===== src/rtl/aprst_defines.svh =====
// register offsets, bit positions and timing constants of the peripheral soft reset block
`ifndef APRST_DEFINES_SVH
`define APRST_DEFINES_SVH

`define APRST_OFS_CTRL0 12'h108
`define APRST_OFS_CTRL1 12'h10C
`define APRST_ADDR_W 12
`define APRST_RESET_VAL 32'h00000000
// implemented bits of each control register
`define APRST_MASK0 32'h0B00CF33
`define APRST_MASK1 32'h01430313
// bit positions, first register
`define APRST_B0_SMARTCARD1 27
`define APRST_B0_AUDIO_SERIAL 25
`define APRST_B0_SMARTCARD0 24
`define APRST_B0_EXT_IRQ 15
`define APRST_B0_ALT_FUNC 14
`define APRST_B0_UART_B 11
`define APRST_B0_UART_A 10
`define APRST_B0_USART_B 9
`define APRST_B0_USART_A 8
`define APRST_B0_SPI_B 5
`define APRST_B0_SPI_A 4
`define APRST_B0_TWI_B 1
`define APRST_B0_TWI_A 0
// bit positions, second register
`define APRST_B1_CONVERTER 24
`define APRST_B1_COMPARATOR 22
`define APRST_B1_BTIM_B 17
`define APRST_B1_BTIM_A 16
`define APRST_B1_GPTIM_B 9
`define APRST_B1_GPTIM_A 8
`define APRST_B1_WATCHDOG 4
`define APRST_B1_MTIM_B 1
`define APRST_B1_MTIM_A 0
// reset pulse width in clock cycles
`define APRST_PULSE_CYC 2'd1

`endif


===== src/rtl/aprst_pkg.sv =====
// types shared by the peripheral soft reset block
package aprst_pkg;
   typedef logic [31:0] aprst_word_type;
endpackage : aprst_pkg


===== src/rtl/aprst_top.sv =====
// apb peripheral soft reset generator with two self-clearing control registers
`timescale 1ns/10ps
`default_nettype none
`include "aprst_defines.svh"

// Function
// - implemented bits set by software writing one, cleared by hardware afterwards
// - both registers read zero after reset, at offsets 0x108 and 0x10C
// - first register bits 27 and 24 reset smart card interfaces 1 and 0
// - first register bit 25 resets the audio serial interface
// - first register bit 15 resets the external interrupt controller
// - first register bit 14 resets the alternate function unit
// - first register bits 11,10 reset uarts; bits 9,8 reset usarts
// - first register bits 5 and 4 reset serial peripheral interfaces 1 and 0
// - first register bits 1 and 0 reset two-wire controllers 1 and 0
// - second register bit 24 resets the converter control logic
// - second register bit 22 resets the comparator controller
// - second register bits 17 and 16 reset basic timers 1 and 0
// - second register bits 9 and 8 reset general purpose timers 1 and 0
// - second register bit 4 resets the watchdog block
// - second register bits 1 and 0 reset motor control timers 1 and 0
// - system or power-on reset also resets every attached peripheral
module aprst_top
   import aprst_pkg::*;
(
   input wire logic clock,
   input wire logic nrst,
   input wire logic psel,
   input wire logic penable,
   input wire logic pwrite,
   input wire logic [31:0] paddr,
   input wire logic [31:0] pwdata,
   output logic [31:0] prdata,
   output logic pready,
   output logic pslverr,
   output logic smartcard1_reset,
   output logic smartcard0_reset,
   output logic audio_serial_reset,
   output logic ext_irq_ctrl_reset,
   output logic alt_func_io_reset,
   output logic uart_b_reset,
   output logic uart_a_reset,
   output logic usart_b_reset,
   output logic usart_a_reset,
   output logic serial_periph_b_reset,
   output logic serial_periph_a_reset,
   output logic two_wire_b_reset,
   output logic two_wire_a_reset,
   output logic converter_reset,
   output logic comparator_reset,
   output logic basic_timer_b_reset,
   output logic basic_timer_a_reset,
   output logic gp_timer_b_reset,
   output logic gp_timer_a_reset,
   output logic watchdog_block_reset,
   output logic motor_timer_b_reset,
   output logic motor_timer_a_reset
);
   import aprst_pkg::*;

   logic rst_meta_q;
   logic rst_sync_q;
   logic rst_n;
   aprst_word_type ctrl0_q;
   aprst_word_type ctrl0_d;
   aprst_word_type ctrl1_q;
   aprst_word_type ctrl1_d;
   aprst_word_type pulse0_q;
   aprst_word_type pulse1_q;
   aprst_word_type prdata_d;
   wire access_w;
   wire hit0_w;
   wire hit1_w;
   wire wr0_w;
   wire wr1_w;
   wire [`APRST_ADDR_W-1:0] offset_w;

   // reset release through two flops; assertion stays asynchronous
   always_ff @(posedge clock or negedge nrst)
   begin
      if (!nrst)
      begin
         rst_meta_q <= 1'b0;
         rst_sync_q <= 1'b0;
      end
      else
      begin
         rst_meta_q <= 1'b1;
         rst_sync_q <= rst_meta_q;
      end
   end
   assign rst_n = rst_sync_q;

   // apb decode; zero wait state, unmapped addresses answer an error
   assign offset_w = paddr[`APRST_ADDR_W-1:0];
   assign access_w = psel & penable;
   assign hit0_w = (offset_w == `APRST_OFS_CTRL0) && (paddr[31:`APRST_ADDR_W] == '0);
   assign hit1_w = (offset_w == `APRST_OFS_CTRL1) && (paddr[31:`APRST_ADDR_W] == '0);
   assign wr0_w = access_w & pwrite & hit0_w;
   assign wr1_w = access_w & pwrite & hit1_w;
   assign pready = 1'b1;
   assign pslverr = access_w & ~(hit0_w | hit1_w);

   // zero writes ignored
   // a bit lives one cycle: masked written ones are loaded in place of the stored ones, which drop next edge
   assign ctrl0_d = wr0_w ? (pwdata & `APRST_MASK0) : `APRST_RESET_VAL;
   assign ctrl1_d = wr1_w ? (pwdata & `APRST_MASK1) : `APRST_RESET_VAL;

   // read mux shows bits still pending; reads otherwise return zero
   assign prdata_d = hit0_w ? ctrl0_q : (hit1_w ? ctrl1_q : `APRST_RESET_VAL);

   always_ff @(posedge clock or negedge rst_n)
   begin
      if (!rst_n)
      begin
         ctrl0_q <= `APRST_RESET_VAL;
         ctrl1_q <= `APRST_RESET_VAL;
      end
      else
      begin
         ctrl0_q <= ctrl0_d;
         ctrl1_q <= ctrl1_d;
      end
   end

   // registered one cycle pulse
   // pulse follows the control bit so the peripheral sees a clean flop output
   always_ff @(posedge clock or negedge rst_n)
   begin
      if (!rst_n)
      begin
         pulse0_q <= `APRST_RESET_VAL;
         pulse1_q <= `APRST_RESET_VAL;
         prdata <= `APRST_RESET_VAL;
      end
      else
      begin
         pulse0_q <= ctrl0_q;
         pulse1_q <= ctrl1_q;
         prdata <= prdata_d;
      end
   end

   // hardware reset reaches all peripherals
   // every line is one pulse bit merged with the internal reset
   // smart card lines listed first, then the other peripheral lines; all assert in the same cycle
   aprst_line smartcard1_line_inst
   (
      .req_bit(pulse0_q[`APRST_B0_SMARTCARD1]),
      .rst_n(rst_n),
      .line(smartcard1_reset)
   );
   aprst_line smartcard0_line_inst
   (
      .req_bit(pulse0_q[`APRST_B0_SMARTCARD0]),
      .rst_n(rst_n),
      .line(smartcard0_reset)
   );
   aprst_line audio_serial_line_inst
   (
      .req_bit(pulse0_q[`APRST_B0_AUDIO_SERIAL]),
      .rst_n(rst_n),
      .line(audio_serial_reset)
   );
   aprst_line ext_irq_line_inst
   (
      .req_bit(pulse0_q[`APRST_B0_EXT_IRQ]),
      .rst_n(rst_n),
      .line(ext_irq_ctrl_reset)
   );
   aprst_line alt_func_line_inst
   (
      .req_bit(pulse0_q[`APRST_B0_ALT_FUNC]),
      .rst_n(rst_n),
      .line(alt_func_io_reset)
   );
   aprst_line uart_b_line_inst
   (
      .req_bit(pulse0_q[`APRST_B0_UART_B]),
      .rst_n(rst_n),
      .line(uart_b_reset)
   );
   aprst_line uart_a_line_inst
   (
      .req_bit(pulse0_q[`APRST_B0_UART_A]),
      .rst_n(rst_n),
      .line(uart_a_reset)
   );
   aprst_line usart_b_line_inst
   (
      .req_bit(pulse0_q[`APRST_B0_USART_B]),
      .rst_n(rst_n),
      .line(usart_b_reset)
   );
   aprst_line usart_a_line_inst
   (
      .req_bit(pulse0_q[`APRST_B0_USART_A]),
      .rst_n(rst_n),
      .line(usart_a_reset)
   );
   aprst_line serial_periph_b_line_inst
   (
      .req_bit(pulse0_q[`APRST_B0_SPI_B]),
      .rst_n(rst_n),
      .line(serial_periph_b_reset)
   );
   aprst_line serial_periph_a_line_inst
   (
      .req_bit(pulse0_q[`APRST_B0_SPI_A]),
      .rst_n(rst_n),
      .line(serial_periph_a_reset)
   );
   aprst_line two_wire_b_line_inst
   (
      .req_bit(pulse0_q[`APRST_B0_TWI_B]),
      .rst_n(rst_n),
      .line(two_wire_b_reset)
   );
   aprst_line two_wire_a_line_inst
   (
      .req_bit(pulse0_q[`APRST_B0_TWI_A]),
      .rst_n(rst_n),
      .line(two_wire_a_reset)
   );
   aprst_line converter_line_inst
   (
      .req_bit(pulse1_q[`APRST_B1_CONVERTER]),
      .rst_n(rst_n),
      .line(converter_reset)
   );
   aprst_line comparator_line_inst
   (
      .req_bit(pulse1_q[`APRST_B1_COMPARATOR]),
      .rst_n(rst_n),
      .line(comparator_reset)
   );
   aprst_line basic_timer_b_line_inst
   (
      .req_bit(pulse1_q[`APRST_B1_BTIM_B]),
      .rst_n(rst_n),
      .line(basic_timer_b_reset)
   );
   aprst_line basic_timer_a_line_inst
   (
      .req_bit(pulse1_q[`APRST_B1_BTIM_A]),
      .rst_n(rst_n),
      .line(basic_timer_a_reset)
   );
   aprst_line gp_timer_b_line_inst
   (
      .req_bit(pulse1_q[`APRST_B1_GPTIM_B]),
      .rst_n(rst_n),
      .line(gp_timer_b_reset)
   );
   aprst_line gp_timer_a_line_inst
   (
      .req_bit(pulse1_q[`APRST_B1_GPTIM_A]),
      .rst_n(rst_n),
      .line(gp_timer_a_reset)
   );
   aprst_line watchdog_line_inst
   (
      .req_bit(pulse1_q[`APRST_B1_WATCHDOG]),
      .rst_n(rst_n),
      .line(watchdog_block_reset)
   );
   aprst_line motor_timer_b_line_inst
   (
      .req_bit(pulse1_q[`APRST_B1_MTIM_B]),
      .rst_n(rst_n),
      .line(motor_timer_b_reset)
   );
   aprst_line motor_timer_a_line_inst
   (
      .req_bit(pulse1_q[`APRST_B1_MTIM_A]),
      .rst_n(rst_n),
      .line(motor_timer_a_reset)
   );

endmodule : aprst_top

// one peripheral reset line: software pulse or internal reset
module aprst_line
(
   input wire logic req_bit,
   input wire logic rst_n,
   output logic line
);
   import aprst_pkg::*;

   // held high through system reset so every peripheral starts clean
   assign line = req_bit | ~rst_n;
endmodule : aprst_line
`default_nettype wire


===== config.mk =====
export PLATFORM = sky130hd
export DESIGN_NAME = aprst_top
export DESIGN_NICKNAME = d
export VERILOG_FILES = /design/src/rtl/aprst_pkg.sv /design/src/rtl/aprst_top.sv
export VERILOG_INCLUDE_DIRS = /design/src /design/src/rtl
export SDC_FILE = /design/constraint.sdc
export NUM_CORES = 1
export LEC_CHECK = 0
export ABC_CLOCK_PERIOD_IN_PS = 3300
export BUFFER_PORTS_ARGS = -buffer_cell sky130_fd_sc_hd__buf_2
export CORE_MARGIN = 2
export CORE_UTILIZATION = 45
export CTS_BUF_LIST = sky130_fd_sc_hd__clkbuf_16
export DETAILED_ROUTE_END_ITERATION = 8
export GPL_TIMING_DRIVEN = 0
export PLACE_DENSITY = 0.85
export SLEW_MARGIN = 40
export SYNTH_ARGS = -nofsm -noshare
export SYNTH_HDL_FRONTEND = slang
export SYNTH_HIERARCHICAL = 1
export SYNTH_SLANG_ARGS = --single-unit
export TNS_END_PERCENT = 10

===== constraint.sdc =====
create_clock -name clock -period 3.3 [get_ports clock]
set_input_delay 0.33 -clock clock [delete_from_list [all_inputs] [get_ports clock]]
set_output_delay 0.33 -clock clock [all_outputs]
set_load 0.05 [all_outputs]

# Yosys cells after proc, flatten, opt, wreduce, memory -nomap -nowiden
# Cells that the tools add are included.
[op_classes]
eq_ne = 2
mux = 4
bitwise_logic = 30
n_reduce_logical = 3
[op_table]
columns = ["cell", "count"]
rows = [
  ["28-bit two-way mux", 2],
  ["25-bit two-way mux", 2],
  ["12-bit by 9-bit equality test with 1-bit output, second input constant", 2],
  ["1-bit OR", 23],
  ["20-bit logical NOT", 1],
  ["1-bit AND", 5],
  ["1-bit logical AND", 2],
  ["1-bit NOT", 2],
]
[totals]
register_bits = 140
word_cells = 46

# Depth between registers and ports, before layout
[logic_depth]
depth_word = 5
ltp_mapped = 5
mapped_depth_nobuf = 3

# Modules after synthesis
# Netlist, hierarchy kept.
[by_module_without_submodules]
columns = ["module", "n_inst", "cells_each", "area_per_inst_um2"]
rows = [
  ["aprst_top", 1, 180, 2316.0],
  ["aprst_line", 22, 1, 6.3],
]

# Worst setup path after synthesis
# Ideal clock, no wire load.
[synth_timing]
path_type = "register to output"
from = "reg rst_sync_q (netlist: rst_n)"
to = "out alt_func_io_reset"
arrival_ns = 2.739
slack_ns = 0.231
stages_incl_launch_ff = 2
path_cell_list = "dfrtp_1 nand2b_1"
[synth_via]
elab_chain_cells = 2
[synth_lines]
columns = ["item", "line_no", "rtl"]
rows = [
  ["start: declaration", "aprst_top.sv:62", "logic rst_sync_q;"],
  ["start signal: assignment", "aprst_top.sv:89", "rst_sync_q <= rst_meta_q;"],
  ["1-bit NOT", "aprst_top.sv:292", "assign line = req_bit | ~rst_n;"],
  ["1-bit OR", "aprst_top.sv:292", ""],
  ["end: declaration", "aprst_top.sv:40", "output logic alt_func_io_reset,"],
]
# No other way between the ends.

# Final worst setup path
[layout_timing]
from = "reg rst_sync_q (netlist: rst_n)"
to = "out smartcard0_reset"
[layout_via]
elab_chain_cells = 2
[layout_lines]
columns = ["item", "line_no", "rtl"]
rows = [
  ["1-bit NOT", "aprst_top.sv:292", ""],
  ["1-bit OR", "aprst_top.sv:292", ""],
  ["end: declaration", "aprst_top.sv:37", "output logic smartcard0_reset,"],
]
# No other way between the ends.

==> reports/results.tsv <==
stage	metric	value	unit
worst_setup_path	rr_endpoint	prdata[25]	
clocking	cts_inserted_buffers	9	
placement	placed_cells	378	
route	vias	1903	
floorplanning	fp.dieArea	6059	um2
power	p_per_area	554.9	nW/um2
cells_and_area	mostFrequentLayoutCell	buf_2	
clocking	hold_buffers	1	
worst_setup_path	rrSetupSlack	2.47	ns
cells_and_area	fin_nets	389	
route	drtPass1Iterations	4	
sta	finClkSkew	0.004642	ns
power	clkPwrFrac	47.9	%
placement	dp_hpwl	3.750	mm
cells_and_area	fin_cells	395	
route	drtIter0Drc	61	
clocking	htree_levels	3	
sta	rsz0062_at_grt	no	
worst_setup_path	critPathLaunchType	flip-flop	
cells_and_area	nFillCells	398	
placement	gp_congestion	0.7755	
clocking	clk_pin_slew	0.05	ns
power	p_leak	1.718	nW
placement	port_buffers	89	
sta	setup_viol	0	
grt	grt-ovfl-total	0	
worst_setup_path	worstRegToRegCells	1	
sta	fin_setup_tns	0	ns
power	combPwrFrac	10.9	%
synthesis	synth-seq-cells	62	
worst_setup_path	crit_path_start	rst_n	
synthesis	netlist.area_leader.share	63.23	%
grt	grt_max_degree	52	
worst_setup_path	critPathMaxFanout	51	
floorplanning	rows	26	
run_status	status	complete, no violations	
sta	finalCritPeriodShare	60.08	%
worst_setup_path	critPathRequiredTime	2.97	ns
sta	tightest_slew	0.6439	ns
worst_setup_path	worstSetupEndpointType	output port	
grt	grt_pass1_wl	9.190	mm
floorplanning	core	5172	um2
grt	globalRouteTotalUtil	20.07	%
route	drt-total-wl	5.451	mm
floorplanning	pin_count	125	
clocking	cts_resized	0	
worst_setup_path	crit_type	flip-flop to output port	
power	p_sw	0.4712	mW
cells_and_area	num_antenna_cells	0	
floorplanning	initial_utilization	47.44	%
floorplanning	die_w	77.84	um
sta	finalMaxSlewViolations	0	
grt	antenna_found_initial	0	
power	power.internal	1.399	mW
synthesis	synthCells	202	
cells_and_area	area_growth	37.38	%
synthesis	avgSynthCellArea	12.15	um2
synthesis	post_synth_num_cell_types	19	
power	seq_power_share	41.2	%
sta	slew_headroom	57.07	%
synthesis	synth_area_leaders	dfrtp_1, nor4_1, nand2b_1	
clocking	cts_setup_buffers	0	
clocking	clkLatencyLatePin	0.32	ns
route	avgViaCountPerCell	4.818	
clocking	cts_num_sinks	62	
synthesis	yosysWarnings	6	
route	wl_per_cell	13.80	um
job	max_cap_viol_count	0	
worst_setup_path	arrival	1.65	ns
route	drc	0	
synthesis	synth_area	2454	um2
clocking	clockBufferDepth	2	
route	ant_nets	0	
clocking	cts_tree	done	
sta	hold_viol_final	0	
sta	period_minus_slack	1.983	ns
worst_setup_path	crit_end	smartcard0_reset	
cells_and_area	most-common-layout-cells	buf_2, dfrtp_1, nor4_1	
synthesis	seq_area_frac_synth	63.23	%
hold_path	hold_class	input pin to flip-flop	
grt	grt_pass1_vias	2014	
cells_and_area	drive_gt1_share	44.00	%
clocking	cts_root_buffer	clkbuf_16	
synthesis	yosysTopAreaCell	dfrtp_1	
power	switching_share	25.20	%
sta	fmax	504.4	MHz
power	ir_drop	0.0002684	V
floorplanning	fp.dieH	77.84	um
worst_setup_path	reg2reg_from	rst_n	
power	total_power	1.870	mW
metrics by stage:
| step | setup WS, ns | util, % | cell area [um2] | hold slack [ns] |
|---|---|---|---|---|
| 2_1_floorplan | 0.2314 | - | 2514 | 0.03441 |
| 3_5_place_dp | 1.311 | 59.36 | 3070 | 0.1157 |
| 3_3_place_gp | 0.1454 | 58.90 | 3047 | 0.1143 |
| 6_report | 1.317 | 65.17 | 3371 | 0.2345 |
| 5_1_grt | 1.178 | 65.17 | 3371 | 0.2436 |
| 4_1_cts | 1.297 | 65.17 | 3371 | 0.2356 |
metal layers:
| metal | wire (um) | GRT usage (%) |
|---|---|---|
| met1 | 2083 | 22.78 |
| met3 | 416 | 6.047 |
| met5 | 0 | 0 |
| met4 | 99 | 9.107 |
| met2 | 2853 | 34.66 |
Yosys cell counts:
cell      count
nand2b_1     22
buf_2         6
buf_4        18
nor3_2       10
and2_1        1
conb_1        2
mux2i_1       6
nor4b_2       2
nand3_1      13
nand4_1       5
inv_1         8
dfrtp_1      62
buf_6         1
buf_1         1
nor3_1        3
clkbuf_1      7
nor4_1       31
o21a_1        1
nand2_1       3
power by group through the flow:
stage / Clock [mW] / Combinational [mW] / Sequential [mW]
floorplan: 0 / 0.138 / 0.789
global placement: 0 / 0.189 / 0.792
detailed placement: 0 / 0.202 / 0.783
CTS: 0.905 / 0.204 / 0.770
global route: 0.943 / 0.217 / 0.771
finish: 0.897 / 0.203 / 0.770
worst max-delay path, stage by stage (launching register included):
cell and delay [ns]:
dfrtp_4 0.68, buf_12 0.30, nand2b_1 0.11, buf_2 0.22
kinds of logic after synthesis:
kind of cell	Yosys count	synth area share, %
DFF	62	63.23
other	2	0.3061
buffers and inverters	41	9.638
and+or+nand+nor	90	24.07
muxes	6	2.448
AOI/OAI and AO/OA	1	0.3061
worst min-delay path by stage:
stage	startpoint	to	slack, ns	depth (start not counted)
2_1_floorplan	nrst	rst_meta_q	0.03	0
3_3_place_gp	nrst	rst_meta_q	0.11	1
3_5_place_dp	nrst	rst_meta_q	0.12	1
4_1_cts	pwdata[5]	ctrl0_q[5]	0.24	3
5_1_grt	pwdata[10]	ctrl0_q[10]	0.24	3
6_report	pwdata[5]	ctrl0_q[5]	0.23	3
layout make-up:
| class | count | area, um2 | share of cell area, % |
|---|---|---|---|
| flip-flops and latches | 62 | 1555 | 46.14 |
| multi-input cells | 115 | 725.7 | 21.53 |
| repair buffers | 91 | 475.5 | 14.11 |
| clock buffers | 9 | 225.2 | 6.682 |
| plain buffers | 33 | 206.4 | 6.125 |
| well taps | 70 | 87.58 | 2.598 |
| clock inverters | 7 | 65.06 | 1.930 |
| inverters | 8 | 30.03 | 0.8909 |
state kept, by name, summed over array words and instances (netlist names):
signal,cells
ctrl0_q,13
pulse1_q,9
rst_n,1
ctrl1_q,9
prdata,16
rst_meta_q,1
pulse0_q,13
Power figures use the tool's default switching activity.
